<file path="src/ufm_defs.vh">
// Constants shared by the user file manager block
`ifndef UFM_DEFS_VH
`define UFM_DEFS_VH

// ==========================================================================
// Resource identifiers
`define UFM_RID_W          10
`define UFM_RID_MAINT      10'h133
`define UFM_RID_DIR        10'h134

// ==========================================================================
// Offset field positions
`define UFM_OP_HI          9
`define UFM_OP_LO          8
`define UFM_WR_HI          7
`define UFM_WR_LO          4
`define UFM_RD_HI          3
`define UFM_RD_LO          0
`define UFM_SEL_HI         7
`define UFM_SEL_LO         0

// ==========================================================================
// Operation codes in offset bits 9-8
`define UFM_OP_DELETE      2'h0
`define UFM_OP_CHANGE      2'h1
`define UFM_OP_CREATE      2'h3

// ==========================================================================
// Access rights
`define UFM_LVL_FORBID     4'hF
`define UFM_LVL_PUBLIC     4'h0

// ==========================================================================
// Name characters
`define UFM_CHR_NUL        8'h00
`define UFM_CHR_LO         8'h20
`define UFM_CHR_HI         8'h7E

// ==========================================================================
// Descriptor values and descriptor field selectors
`define UFM_DSC_NAME       8'h00
`define UFM_DSC_SIZE       8'h01
`define UFM_DSC_RDLVL      8'h02
`define UFM_DSC_WRLVL      8'h03
`define UFM_DSC_TMO        8'h04
`define UFM_DSC_TYPE       8'h05
`define UFM_DATA_SIZE      8'h08
`define UFM_MAINT_RDLVL    8'h0F
`define UFM_MAINT_WRLVL    8'h00
`define UFM_MAINT_TYPE     8'h0B
`define UFM_DIR_RDLVL      8'h00
`define UFM_DIR_WRLVL      8'h0F
`define UFM_DIR_TYPE       8'h18

// ==========================================================================
// Directory selector for the summary reply
`define UFM_DIR_SUMMARY    8'h00

// ==========================================================================
// Answer codes
`define UFM_ERR_NONE       8'h00
`define UFM_ERR_RID        8'h01
`define UFM_ERR_ACCESS     8'h02
`define UFM_ERR_OPCODE     8'h03
`define UFM_ERR_NAME       8'h04
`define UFM_ERR_EXISTS     8'h05
`define UFM_ERR_FULL       8'h06
`define UFM_ERR_NOT_LOADED 8'h07
`define UFM_ERR_MISMATCH   8'h08
`define UFM_ERR_NOT_FOUND  8'h09
`define UFM_ERR_DESC       8'h0A

`endif

</file>
<file path="src/ufm_name_mem.v">
// File name store: one 64-bit name per slot, registered read data
`timescale 1ns/1ps
`default_nettype none

module ufm_name_mem #(
  parameter DEPTH = 16,
  parameter AW    = 4
) (
  // Clock
  input  wire          clk,
  // Write port
  input  wire          wr_en,
  input  wire [AW-1:0] wr_addr,
  input  wire [63:0]   wr_data,
  // Read port
  input  wire [AW-1:0] rd_addr,
  output reg  [63:0]   rd_data
);

  reg [63:0] mem_reg [0:DEPTH-1];

  // ========================================================================
  // Storage; no reset, slot validity lives in the control logic
  always @(posedge clk)
  begin
    if (wr_en)
    begin
      mem_reg[wr_addr] <= wr_data;
    end
    rd_data <= mem_reg[rd_addr];
  end

endmodule // ufm_name_mem

`default_nettype wire

</file>
<file path="src/ufm_file_manager.v">
// User file maintenance and directory command handler
// Function
// - A file must be created before it can be loaded, written or read.
// - Change and delete act only on the currently loaded file.
// - Creating a name that already exists is aborted with an error.
// - Names hold at least one character, all within 20h..7Eh.
// - Offset bits 9-8 pick create 11b, change 01b, delete 00b.
// - Delete uses code 00b, removes the loaded file, bits 7-0 reserved.
// - Offset bits 7-4 are write rights, bits 3-0 read rights.
// - Maintenance resource 133h: size 8, read level 15, type 0Bh.
// - Directory resource 134h: size 8, read 0, write 15, type 18h.
// - Directory lists only files accessible at the current level.
// - Directory offset 00h gives summary, n gives the nth file name.
// - Summary: count byte 0, empty bytes 3/2, filled bytes 5/4.
// - Directory offset above 00h returns the file name in bytes 7..0.
`timescale 1ns/1ps
`default_nettype none
`include "ufm_defs.vh"

module ufm_file_manager #(
  parameter MAX_FILES   = 16,
  parameter AW          = 4,
  parameter STORE_BYTES = 16'h2000,
  parameter HDR_BYTES   = 16'h0010,
  parameter TMO_VALUE   = 8'h10,
  parameter RES_NAME    = 64'h0
) (
  // Clock and reset
  input  wire          clk,
  input  wire          rst,
  // Transaction request, from logic on the same clock
  input  wire          parameter_transaction_trigger,
  input  wire          write_access,
  input  wire          descriptor_read,
  input  wire [7:0]    resource_select_high,
  input  wire [7:0]    resource_select_low,
  input  wire [7:0]    operation_offset_high,
  input  wire [7:0]    operation_offset_low,
  input  wire [63:0]   long_message_bytes,
  // Session state from the load and login logic
  input  wire [3:0]    access_level,
  input  wire          file_loaded,
  input  wire [AW-1:0] loaded_slot,
  // Answer
  output reg           parameter_access_done,
  output reg           busy,
  output reg           error_flag,
  output reg  [7:0]    error_code,
  output reg  [63:0]   reply_bytes,
  // File table status
  output reg           file_deleted,
  output reg  [MAX_FILES-1:0] file_valid,
  output reg  [7:0]    file_count
);

  // ========================================================================
  // State codes
  localparam [1:0] S_IDLE = 2'h0;
  localparam [1:0] S_RD   = 2'h1;
  localparam [1:0] S_CMP  = 2'h2;
  // Kept as an integer so the comparison widens idx_reg rather than cutting the count
  localparam integer LAST_SLOT = MAX_FILES - 1;

  reg  [1:0]      state_reg;
  reg  [AW-1:0]   idx_reg;
  reg  [AW-1:0]   free_reg;
  reg             free_found_reg;
  reg  [7:0]      hits_reg;
  reg  [1:0]      op_reg;
  reg             dir_reg;
  reg  [7:0]      rights_arg_reg;
  reg  [7:0]      sel_reg;
  reg  [63:0]     name_reg;
  reg  [7:0]      rights_reg [0:MAX_FILES-1];
  reg  [15:0]     used_reg;
  reg             we_reg;
  reg  [AW-1:0]   waddr_reg;
  wire [63:0]     slot_name;
  wire [9:0]      resource_identifier;
  wire [14:0]     offset;
  wire [1:0]      opcode;

  assign resource_identifier    = {resource_select_high[1:0], resource_select_low};
  assign offset = {operation_offset_high[6:0], operation_offset_low};
  assign opcode = offset[`UFM_OP_HI:`UFM_OP_LO];

  // ========================================================================
  // Name check: printable prefix of at least one byte, then zero padding
  function name_ok;
    input [63:0] n;
    integer i;
    reg     ended;
    reg     ok;
    reg [7:0] c;
    begin
      ended = 1'b0;
      ok = (n[7:0] != `UFM_CHR_NUL);
      for (i = 0; i < 8; i = i + 1)
      begin
        c = n[i*8 +: 8];
        if (c == `UFM_CHR_NUL)
          ended = 1'b1;
        else if (ended || c < `UFM_CHR_LO || c > `UFM_CHR_HI)
          ok = 1'b0;
      end
      name_ok = ok;
    end
  endfunction

  // A file is visible if either right is granted at the current level
  function visible;
    input [7:0] r;
    input [3:0] lvl;
    begin
      visible = (r[`UFM_RD_HI:`UFM_RD_LO] != `UFM_LVL_FORBID &&
                 lvl >= r[`UFM_RD_HI:`UFM_RD_LO]) ||
                (r[`UFM_WR_HI:`UFM_WR_LO] != `UFM_LVL_FORBID &&
                 lvl >= r[`UFM_WR_HI:`UFM_WR_LO]);
    end
  endfunction

  // Descriptor value for a resource, one byte except the 64-bit name
  function [63:0] descr;
    input       dir;
    input [7:0] sel;
    begin
      case (sel)
        `UFM_DSC_NAME:  descr = RES_NAME;
        `UFM_DSC_SIZE:  descr = {56'h0, `UFM_DATA_SIZE};
        `UFM_DSC_RDLVL: descr = {56'h0, dir ? `UFM_DIR_RDLVL : `UFM_MAINT_RDLVL};
        `UFM_DSC_WRLVL: descr = {56'h0, dir ? `UFM_DIR_WRLVL : `UFM_MAINT_WRLVL};
        `UFM_DSC_TMO:   descr = {56'h0, TMO_VALUE};
        `UFM_DSC_TYPE:  descr = {56'h0, dir ? `UFM_DIR_TYPE : `UFM_MAINT_TYPE};
        default:        descr = 64'h0;
      endcase
    end
  endfunction

  // ========================================================================
  // Name store; read address follows the scan index
  ufm_name_mem #(
    .DEPTH (MAX_FILES),
    .AW    (AW)
  ) u_names (
    .clk     (clk),
    .wr_en   (we_reg),
    .wr_addr (waddr_reg),
    .wr_data (name_reg),
    .rd_addr (idx_reg),
    .rd_data (slot_name)
  );

  // Close a transaction with an answer
  task finish;
    input [7:0]  code;
    input [63:0] data;
    begin
      parameter_access_done <= 1'b1;
      busy                  <= 1'b0;
      error_flag            <= (code != `UFM_ERR_NONE);
      error_code            <= code;
      reply_bytes           <= data;
      state_reg             <= S_IDLE;
    end
  endtask

  integer k;

  // ========================================================================
  // Command sequencer; one request at a time, triggers while busy ignored
  always @(posedge clk)
  begin
    if (rst)
    begin
      state_reg             <= S_IDLE;
      idx_reg               <= {AW{1'b0}};
      free_reg              <= {AW{1'b0}};
      free_found_reg        <= 1'b0;
      hits_reg              <= 8'h00;
      op_reg                <= `UFM_OP_DELETE;
      dir_reg               <= 1'b0;
      rights_arg_reg        <= 8'h00;
      sel_reg               <= 8'h00;
      name_reg              <= 64'h0;
      used_reg              <= 16'h0000;
      we_reg                <= 1'b0;
      waddr_reg             <= {AW{1'b0}};
      parameter_access_done <= 1'b0;
      busy                  <= 1'b0;
      error_flag            <= 1'b0;
      error_code            <= `UFM_ERR_NONE;
      reply_bytes           <= 64'h0;
      file_deleted          <= 1'b0;
      file_valid            <= {MAX_FILES{1'b0}};
      file_count            <= 8'h00;
      for (k = 0; k < MAX_FILES; k = k + 1)
        rights_reg[k] <= 8'h00;
    end
    else
    begin
      parameter_access_done <= 1'b0;
      file_deleted          <= 1'b0;
      we_reg                <= 1'b0;
      case (state_reg)
        S_IDLE:
        begin
          if (parameter_transaction_trigger)
          begin
            busy           <= 1'b1;
            op_reg         <= opcode;
            rights_arg_reg <= offset[`UFM_WR_HI:`UFM_RD_LO];
            sel_reg        <= offset[`UFM_SEL_HI:`UFM_SEL_LO];
            name_reg       <= long_message_bytes;
            free_found_reg <= 1'b0;
            hits_reg       <= 8'h00;
            idx_reg        <= {AW{1'b0}};
            dir_reg        <= (resource_identifier == `UFM_RID_DIR);
            if (resource_identifier != `UFM_RID_MAINT && resource_identifier != `UFM_RID_DIR)
              finish(`UFM_ERR_RID, 64'h0);
            else if (descriptor_read)
              finish(`UFM_ERR_NONE,
                     descr(resource_identifier == `UFM_RID_DIR, operation_offset_low));
            else if (resource_identifier == `UFM_RID_MAINT)
            begin
              if (!write_access)
                finish(`UFM_ERR_ACCESS, 64'h0);
              else if (opcode == `UFM_OP_CREATE)
              begin
                if (!name_ok(long_message_bytes))
                  finish(`UFM_ERR_NAME, 64'h0);
                else if (file_count == MAX_FILES ||
                         used_reg + HDR_BYTES > STORE_BYTES)
                  finish(`UFM_ERR_FULL, 64'h0);
                else
                  state_reg <= S_RD;
              end
              else if (opcode == `UFM_OP_CHANGE || opcode == `UFM_OP_DELETE)
              begin
                if (!file_loaded || !file_valid[loaded_slot])
                  finish(`UFM_ERR_NOT_LOADED, 64'h0);
                else if (opcode == `UFM_OP_DELETE)
                begin
                  file_valid[loaded_slot] <= 1'b0;
                  file_count   <= file_count - 8'h01;
                  used_reg     <= used_reg - HDR_BYTES;
                  file_deleted <= 1'b1;
                  finish(`UFM_ERR_NONE, 64'h0);
                end
                else
                begin
                  idx_reg   <= loaded_slot;
                  state_reg <= S_RD;
                end
              end
              else
                finish(`UFM_ERR_OPCODE, 64'h0);
            end
            else if (write_access)
              finish(`UFM_ERR_ACCESS, 64'h0);
            else if (operation_offset_low == `UFM_DIR_SUMMARY)
              finish(`UFM_ERR_NONE, {16'h0, used_reg,
                     STORE_BYTES - used_reg, 8'h00, file_count});
            else
              state_reg <= S_RD;
          end
        end
        // Read address presented, name arrives next cycle
        S_RD:
        begin
          state_reg <= S_CMP;
        end
        S_CMP:
        begin
          state_reg <= S_RD;
          idx_reg   <= idx_reg + 1'b1;
          if (dir_reg)
          begin
            if (file_valid[idx_reg] && visible(rights_reg[idx_reg], access_level))
            begin
              hits_reg <= hits_reg + 8'h01;
              if (hits_reg + 8'h01 == sel_reg)
                finish(`UFM_ERR_NONE, slot_name);
              else if (idx_reg == LAST_SLOT)
                finish(`UFM_ERR_NOT_FOUND, 64'h0);
            end
            else if (idx_reg == LAST_SLOT)
              finish(`UFM_ERR_NOT_FOUND, 64'h0);
          end
          else if (op_reg == `UFM_OP_CHANGE)
          begin
            if (slot_name == name_reg)
            begin
              rights_reg[idx_reg] <= rights_arg_reg;
              finish(`UFM_ERR_NONE, 64'h0);
            end
            else
              finish(`UFM_ERR_MISMATCH, 64'h0);
          end
          else if (file_valid[idx_reg] && slot_name == name_reg)
            finish(`UFM_ERR_EXISTS, 64'h0);
          else
          begin
            if (!file_valid[idx_reg] && !free_found_reg)
            begin
              free_reg       <= idx_reg;
              free_found_reg <= 1'b1;
            end
            if (idx_reg == LAST_SLOT)
            begin
              // Commit only after every slot was checked for a duplicate
              we_reg    <= 1'b1;
              waddr_reg <= free_found_reg ? free_reg : idx_reg;
              file_valid[free_found_reg ? free_reg : idx_reg] <= 1'b1;
              rights_reg[free_found_reg ? free_reg : idx_reg] <= rights_arg_reg;
              file_count <= file_count + 8'h01;
              used_reg   <= used_reg + HDR_BYTES;
              finish(`UFM_ERR_NONE, 64'h0);
            end
          end
        end
        default:
        begin
          finish(`UFM_ERR_NONE, 64'h0);
        end
      endcase
    end
  end

endmodule // ufm_file_manager

`default_nettype wire

</file>
<file path="config.mk">
export PLATFORM = sky130hd
export DESIGN_NAME = ufm_file_manager
export DESIGN_NICKNAME = d
export VERILOG_FILES = /design/src/ufm_name_mem.v /design/src/ufm_file_manager.v
export VERILOG_INCLUDE_DIRS = /design/src
export SDC_FILE = /design/constraint.sdc
export NUM_CORES = 2
export LEC_CHECK = 0
export ABC_CLOCK_PERIOD_IN_PS = 5800
export BUFFER_PORTS_ARGS = -buffer_cell sky130_fd_sc_hd__buf_2
export CORE_MARGIN = 2
export CORE_UTILIZATION = 45
export DETAILED_ROUTE_END_ITERATION = 12
export SYNTH_ARGS = -nofsm -noshare
export SYNTH_HDL_FRONTEND = slang
export SYNTH_SLANG_ARGS = --single-unit
</file>
<file path="constraint.sdc">
create_clock -name clk -period 5.8 [get_ports clk]
set_input_delay 0.29 -clock clk [delete_from_list [all_inputs] [get_ports clk]]
set_output_delay 0.29 -clock clk [all_outputs]
set_load 0.005 [all_outputs]
</file>
-- Word-level counts from Yosys, hierarchy flattened
Memory sizes are Yosys's and may differ from the RTL's. A register that Yosys moved wholly into a read port is not among the register bits.
Cells that the tools add are included.
- magnitude comparators: 24
- multiply operators: 0
- div/mod/pow operators: 0
- shifts and indexed selects: 0
- bitwise operators: 12
- multiplexer cells: 326
- reductions and logical operators: 57
- add/subtract/negate cells: 7
- equal/unequal tests: 40
- operators by type and width (cell ; number):
    $mux W64 ; 19
    $mux W16 ; 26
    $mux W8 ; 38
    $mux W1 ; 197
    $pmux W64 S3 ; 1
    $logic_not A8 Y1 ; 9
    $mux W4 ; 17
    $eq A64 B64 Y1 ; 1
    $gt A8 B7 Y1 const B ; 8
    $lt A8 B6 Y1 const B ; 8
    $pmux W16 S2 ; 2
    $ne A2 B2 Y1 const B ; 16
    $pmux W8 S2 ; 2
    $pmux W5 S5 ; 1
    $pmux W8 S3 ; 1
    $mux W2 ; 11
    $eq A10 B9 Y1 const B ; 2
    $ne A10 B9 Y1 const B ; 2
    $logic_or A1 B1 Y1 ; 19
    $add A16 B5 Y16 const B ; 1
    $add A8 B1 Y8 const B ; 2
    $and A16 B16 Y16 ; 1
    $eq A8 B2 Y1 const B ; 2
    $eq A8 B3 Y1 const B ; 2
    other kinds (41) ; 78
- bits in latches: 0
- memory bits (writable): 1152
- bits of input ports: 110
- output and inout port bits: 100
- memories: 2
- memory bits (read-only): 0
- bits in registers: 215
- memory list (memory ; depth ; width ; rd ports ; clocked after memory_dff ; wr ports ; RTL line ; source):
    u_names.mem_reg ; 16 ; 64 ; 1 ; 1 ; 1 ; ufm_name_mem.v:20 ; reg [63:0] mem_reg [0:DEPTH-1];
    rights_reg ; 16 ; 8 ; 1 ; 1 ; 16 ; ufm_file_manager.v:74 ; reg [7:0] rights_reg [0:MAX_FILES-1];

-- Longest topological paths before layout
- word-level depth: 84
- depth in mapped cells: 19

-- Hierarchy
Synthesis repeated with hierarchy kept, for this count alone.
- cells, all modules: 3439
- area total of the unflattened synthesis: 57018.4 µm²
- modules (own cells, without submodules) (module ; seq. area each (µm²) ; instances ; cells each ; area each (µm²)):
    ufm_name_mem ; 32030.7 ; 1 ; 1647 ; 39581.7
    ufm_file_manager ; 8147.8 ; 1 ; 1792 ; 17436.7

-- Worst setup path after synthesis
Ideal clock, no wire load.
- kind: flip-flop to flip-flop
- start: register we_reg
- end: memory u_names.mem_reg[0][0], enable pin
- library setup time: 0.565 ns
- data arrival time: 5.187 ns
- setup slack: 0.048 ns
- stages on the path, launching flop included: 3
- required time: 5.235 ns
- cells stage by stage: dfxtp_1 or3b_2 nor3_1
- longest elaborated chain between the ends: 2
- RTL lines (element ; RTL line ; source):
    start: declaration ; ufm_file_manager.v:76 ; reg we_reg;
    start signal: assignment ; ufm_file_manager.v:186 ; we_reg <= 1'b0;
    start signal: assignment ; ufm_file_manager.v:203 ; we_reg <= 1'b0;
    start signal: assignment ; ufm_file_manager.v:311 ; we_reg <= 1'b1;
    $mux W1 ; ufm_name_mem.v:26 ; if (wr_en)
    $mux W1 (not written as such) ; ufm_name_mem.v:28 ; mem_reg[wr_addr] <= wr_data;
    end: declaration ; ufm_name_mem.v:20 ;
Every way passes these cells.

==> reports/metrics.yaml <==
route:
  postRouteAntennaNets: 0
  dr.pass1.iters: 5
  initialDrtViolationCount: 3288
  vias_per_cell: 6.02
  routed_wl_mm: 158
  drc: 0
  wl_per_cell_um: 28.6
  vias: 33300
clocking:
  cts_setup_buffers: 0
  cts_buffers: 149
  path_clk_slew_ns: 0.06
  cts-htree-levels: 4
  cts.sink_count: 1431
  clk_path_buf_depth: 3
  cts.repair.resized: 0
  worstSkewPairLatency_ns: 0.79
  cts_tree: "done"
  cts_root_buf: "clkbuf_16"
sta:
  timing.final.crit_period_ns: 4.86
  final-setup-viol-count: 0
  skew_ns: 0.0316
  final_hold_viol_count: 0
  fin_crit_sh_pct: 83.8
  max_freq_mhz: 206
  fin_setup_tns_ns: 0
  whs_ns: 0.0997
  worst_slew_pin_slew_ns: 1.30
  rsz0062_at_grt: "false"
  relSlewSlack_pct: 12.4
  slew_viol_final: 0
die:
  die_h_um: 363
  core_mm2: 0.128
  start_util_pct: 45.3
  fp.dieArea_mm2: 0.132
  io_pins: 210
  die_w_um: 363
  rows: 131
synth:
  async_reset_ff_share_pct: 0
  yosysWarnings: 0
  synth.distinct_cells: 86
  synth_area_mm2: 0.0579
  synth_top_area_cell: "edfxtp_1"
  synth_top_flop_cell: "edfxtp_1"
  yosysMostFrequentCell: "edfxtp_1"
  synth_edf_count: 1152
  ys_seq_area_share_pct: 69.4
  synth_top_cells_by_area: "edfxtp_1 (60%), mux4_2 (13%), dfxtp_1 (9.6%)"
  synthCells: 3418
  synth_top_cell_area_share_pct: 59.7
  syn_avg_cell_area_um2: 16.9
  ys_seq_elements: 1431
  synthTopCellsByCount: "edfxtp_1 (1152), mux4_2 (342), dfxtp_1 (279), nand2_1 (252), clkbuf_1 (154)"
  syn_nets: 3550
power_and_ir_drop:
  peakVddDrop_mv: 0.331
  switching_power_mw: 4.59
  p_leak_nw: 21.6
  seqPwrFrac_pct: 51.8
  p_clk_share_pct: 45.4
  combPwrFrac_pct: 2.8
  netSwitchingFraction_pct: 21.1
  power_density_mw_per_mm2: 325
  intPower_mw: 17.2
worst_setup_path:
  critPathBufInv: 4
  crit_top_cell: "buf_4"
  cp_cell_sequence: "inv_2 > nor2_2 > buf_4 > clkinv_1 > buf_4 > nor2_1 > nand2_1 > a2111oi_0 > a22oi_1 > o21ai_0"
  worst_path_max_delay_cell: "o21ai_0"
  worstRegToRegCells: 10
  r2r-end: "rights_reg[8][7]$_SDFFCE_PN0P_"
  startpoint: "state_reg[1]$_SDFFE_PP0N_"
  r2r-start: "state_reg[1]$_SDFFE_PP0N_"
  arrival_ns: 5.24
  startpoint_type: "flop"
  cp-end-kind: "flop"
  critPathTopFamily: "compound AO/OA/AOI/OAI gates"
  crit_fanout: 31
  reg2reg_slack_ns: 0.94
  critical_path_class: "flop to flop"
  cp_slowest_stage_delay_ns: 1.11
  crit_required_ns: 6.19
place:
  place_congestion: 0.835
  dp.final_hpwl_mm: 91.1
  dp_cells: 5153
  place.port_buffers: 197
job:
  max_cap_viol_count: 0
global_routing:
  grt_max_degree: 116
  grt_util_met3_pct: 6.34
  grt_pass1_vias: 32700
  grt_use_total_pct: 24.1
  grt_overflow: 0
  grt_pass1_wl_mm: 229
  grt_use_met2_pct: 36.7
  grt.busiest_layer: "met2"
  grtUsageMet1_pct: 34.2
  antenna_found_initial: 7
worst_hold_path:
  hold_depth: 5
  hp-class: "input pin to flop"
  worstHoldStart: "file_loaded"
  whs_endpoint: "file_deleted$_SDFF_PP0_"
finish:
  antenna_cells: 0
  largest_reg_flops: 1024
  fin_cells: 5529
  drive_above_1_share_pct: 24.6
  nets: 3873
  area.growth.synth_to_final_pct: 16.1
run_status:
  status: "finished clean"
==> layout make-up <==
cell class	instances	area, um^2
Tap cell	1662	2080
Clock inverter	85	1010
Clock buffer	192	4120
Multi-Input combinational cell	1735	16800
Fill cell	10100	60500
Sequential cell	1431	40200
Inverter	34	130
Timing Repair Buffer	390	2840
==> per-layer routing <==
layer / wire length (um) / vias to the layer above / share of wire [%]
li1: - / 14300 / -
met1: 67800 / 17400 / 43
met2: 72700 / 1299 / 46
met3: 13900 / 216 / 8.8
met4: 3580 / 4 / 2.3
met5: 23 / - / 0.015
==> worst max-delay path by stage <==
stage	cells past startpoint	to	slack, ns
after CTS	10	rights_reg[8][3]$_SDFFCE_PN0P_	0.99
after detailed placement	10	rights_reg[8][7]$_SDFFCE_PN0P_	0.99
after global placement	16	reply_bytes[50]$_SDFFE_PP0P_	1.15
final	10	rights_reg[8][7]$_SDFFCE_PN0P_	0.94
after global routing	10	rights_reg[8][2]$_SDFFCE_PN0P_	0.61
after floorplan	2	u_names.mem_reg[0][0]$_DFFE_PP_	0.05
==> power by group through the flow <==
stage          registers [mW]  clock network (mW)  logic [mW]
2_1_floorplan            11.5                   0       0.321
3_3_place_gp             11.5                   0       0.550
3_5_place_dp             11.5                   0       0.554
4_1_cts                  11.3                10.1       0.608
5_1_grt                  11.3                10.5       0.655
6_report                 11.3                9.90       0.613
==> kinds of logic (layout without fill, tap and decap cells) <==
kind of cell    count (synthesis)  count (layout)  synth area share, %
compound gates                485             485                 5.93
xor+xnor                       95              95                 1.44
fa+ha+maj                      22              22                0.488
buf+inv                       252             701                 1.83
flops                        1431            1431                 69.4
mux                           423             423                 14.8
simple gates                  710             710                 6.13
==> metrics by stage <==
stage / setup WS [ns] / util (%) / area, um^2 / power (mW)
6_report: 0.941 / 52.6 / 67200 / 21.8
3_3_place_gp: 1.15 / 47.9 / 61100 / 12.1
2_1_floorplan: 0.0482 / - / 57900 / 11.8
5_1_grt: 0.607 / 52.6 / 67200 / 22.5
3_5_place_dp: 0.991 / 47.9 / 61100 / 12.1
4_1_cts: 0.987 / 52.6 / 67200 / 22.0
==> cells in the final DEF (no fill, tap or decap), drive strengths merged, types with 33 or more instances in the layout <==
master and instances:
nor2 111, nand4 33, dfxtp 279, inv 39
buf 291, clkinv 56, o21ai 83, a31oi 38
clkbuf 192, xnor2 84, mux2i 50, and2 137
dlygate4sd3 99, mux4 343, a21oi 124, edfxtp 1152
nand2 252, nand3 36, a32o 36
==> repair_timing <==
item                                    4_1_cts  5_1_grt
hold buffers                                 99        0
endpoints found under the setup margin        0        0
hold endpoints to repair                     85        0
==> worst register-to-register path, cell delays in order (launching register included) <==
cell and delay [ns]:
dfxtp_1 0.53, inv_2 0.33, nor2_2 0.16, buf_4 0.32
clkinv_1 0.10, buf_4 0.29, nor2_1 0.24, nand2_1 0.21
a2111oi_0 0.77, a22oi_1 0.40, o21ai_0 1.12
Power figures use the tool's default switching activity.
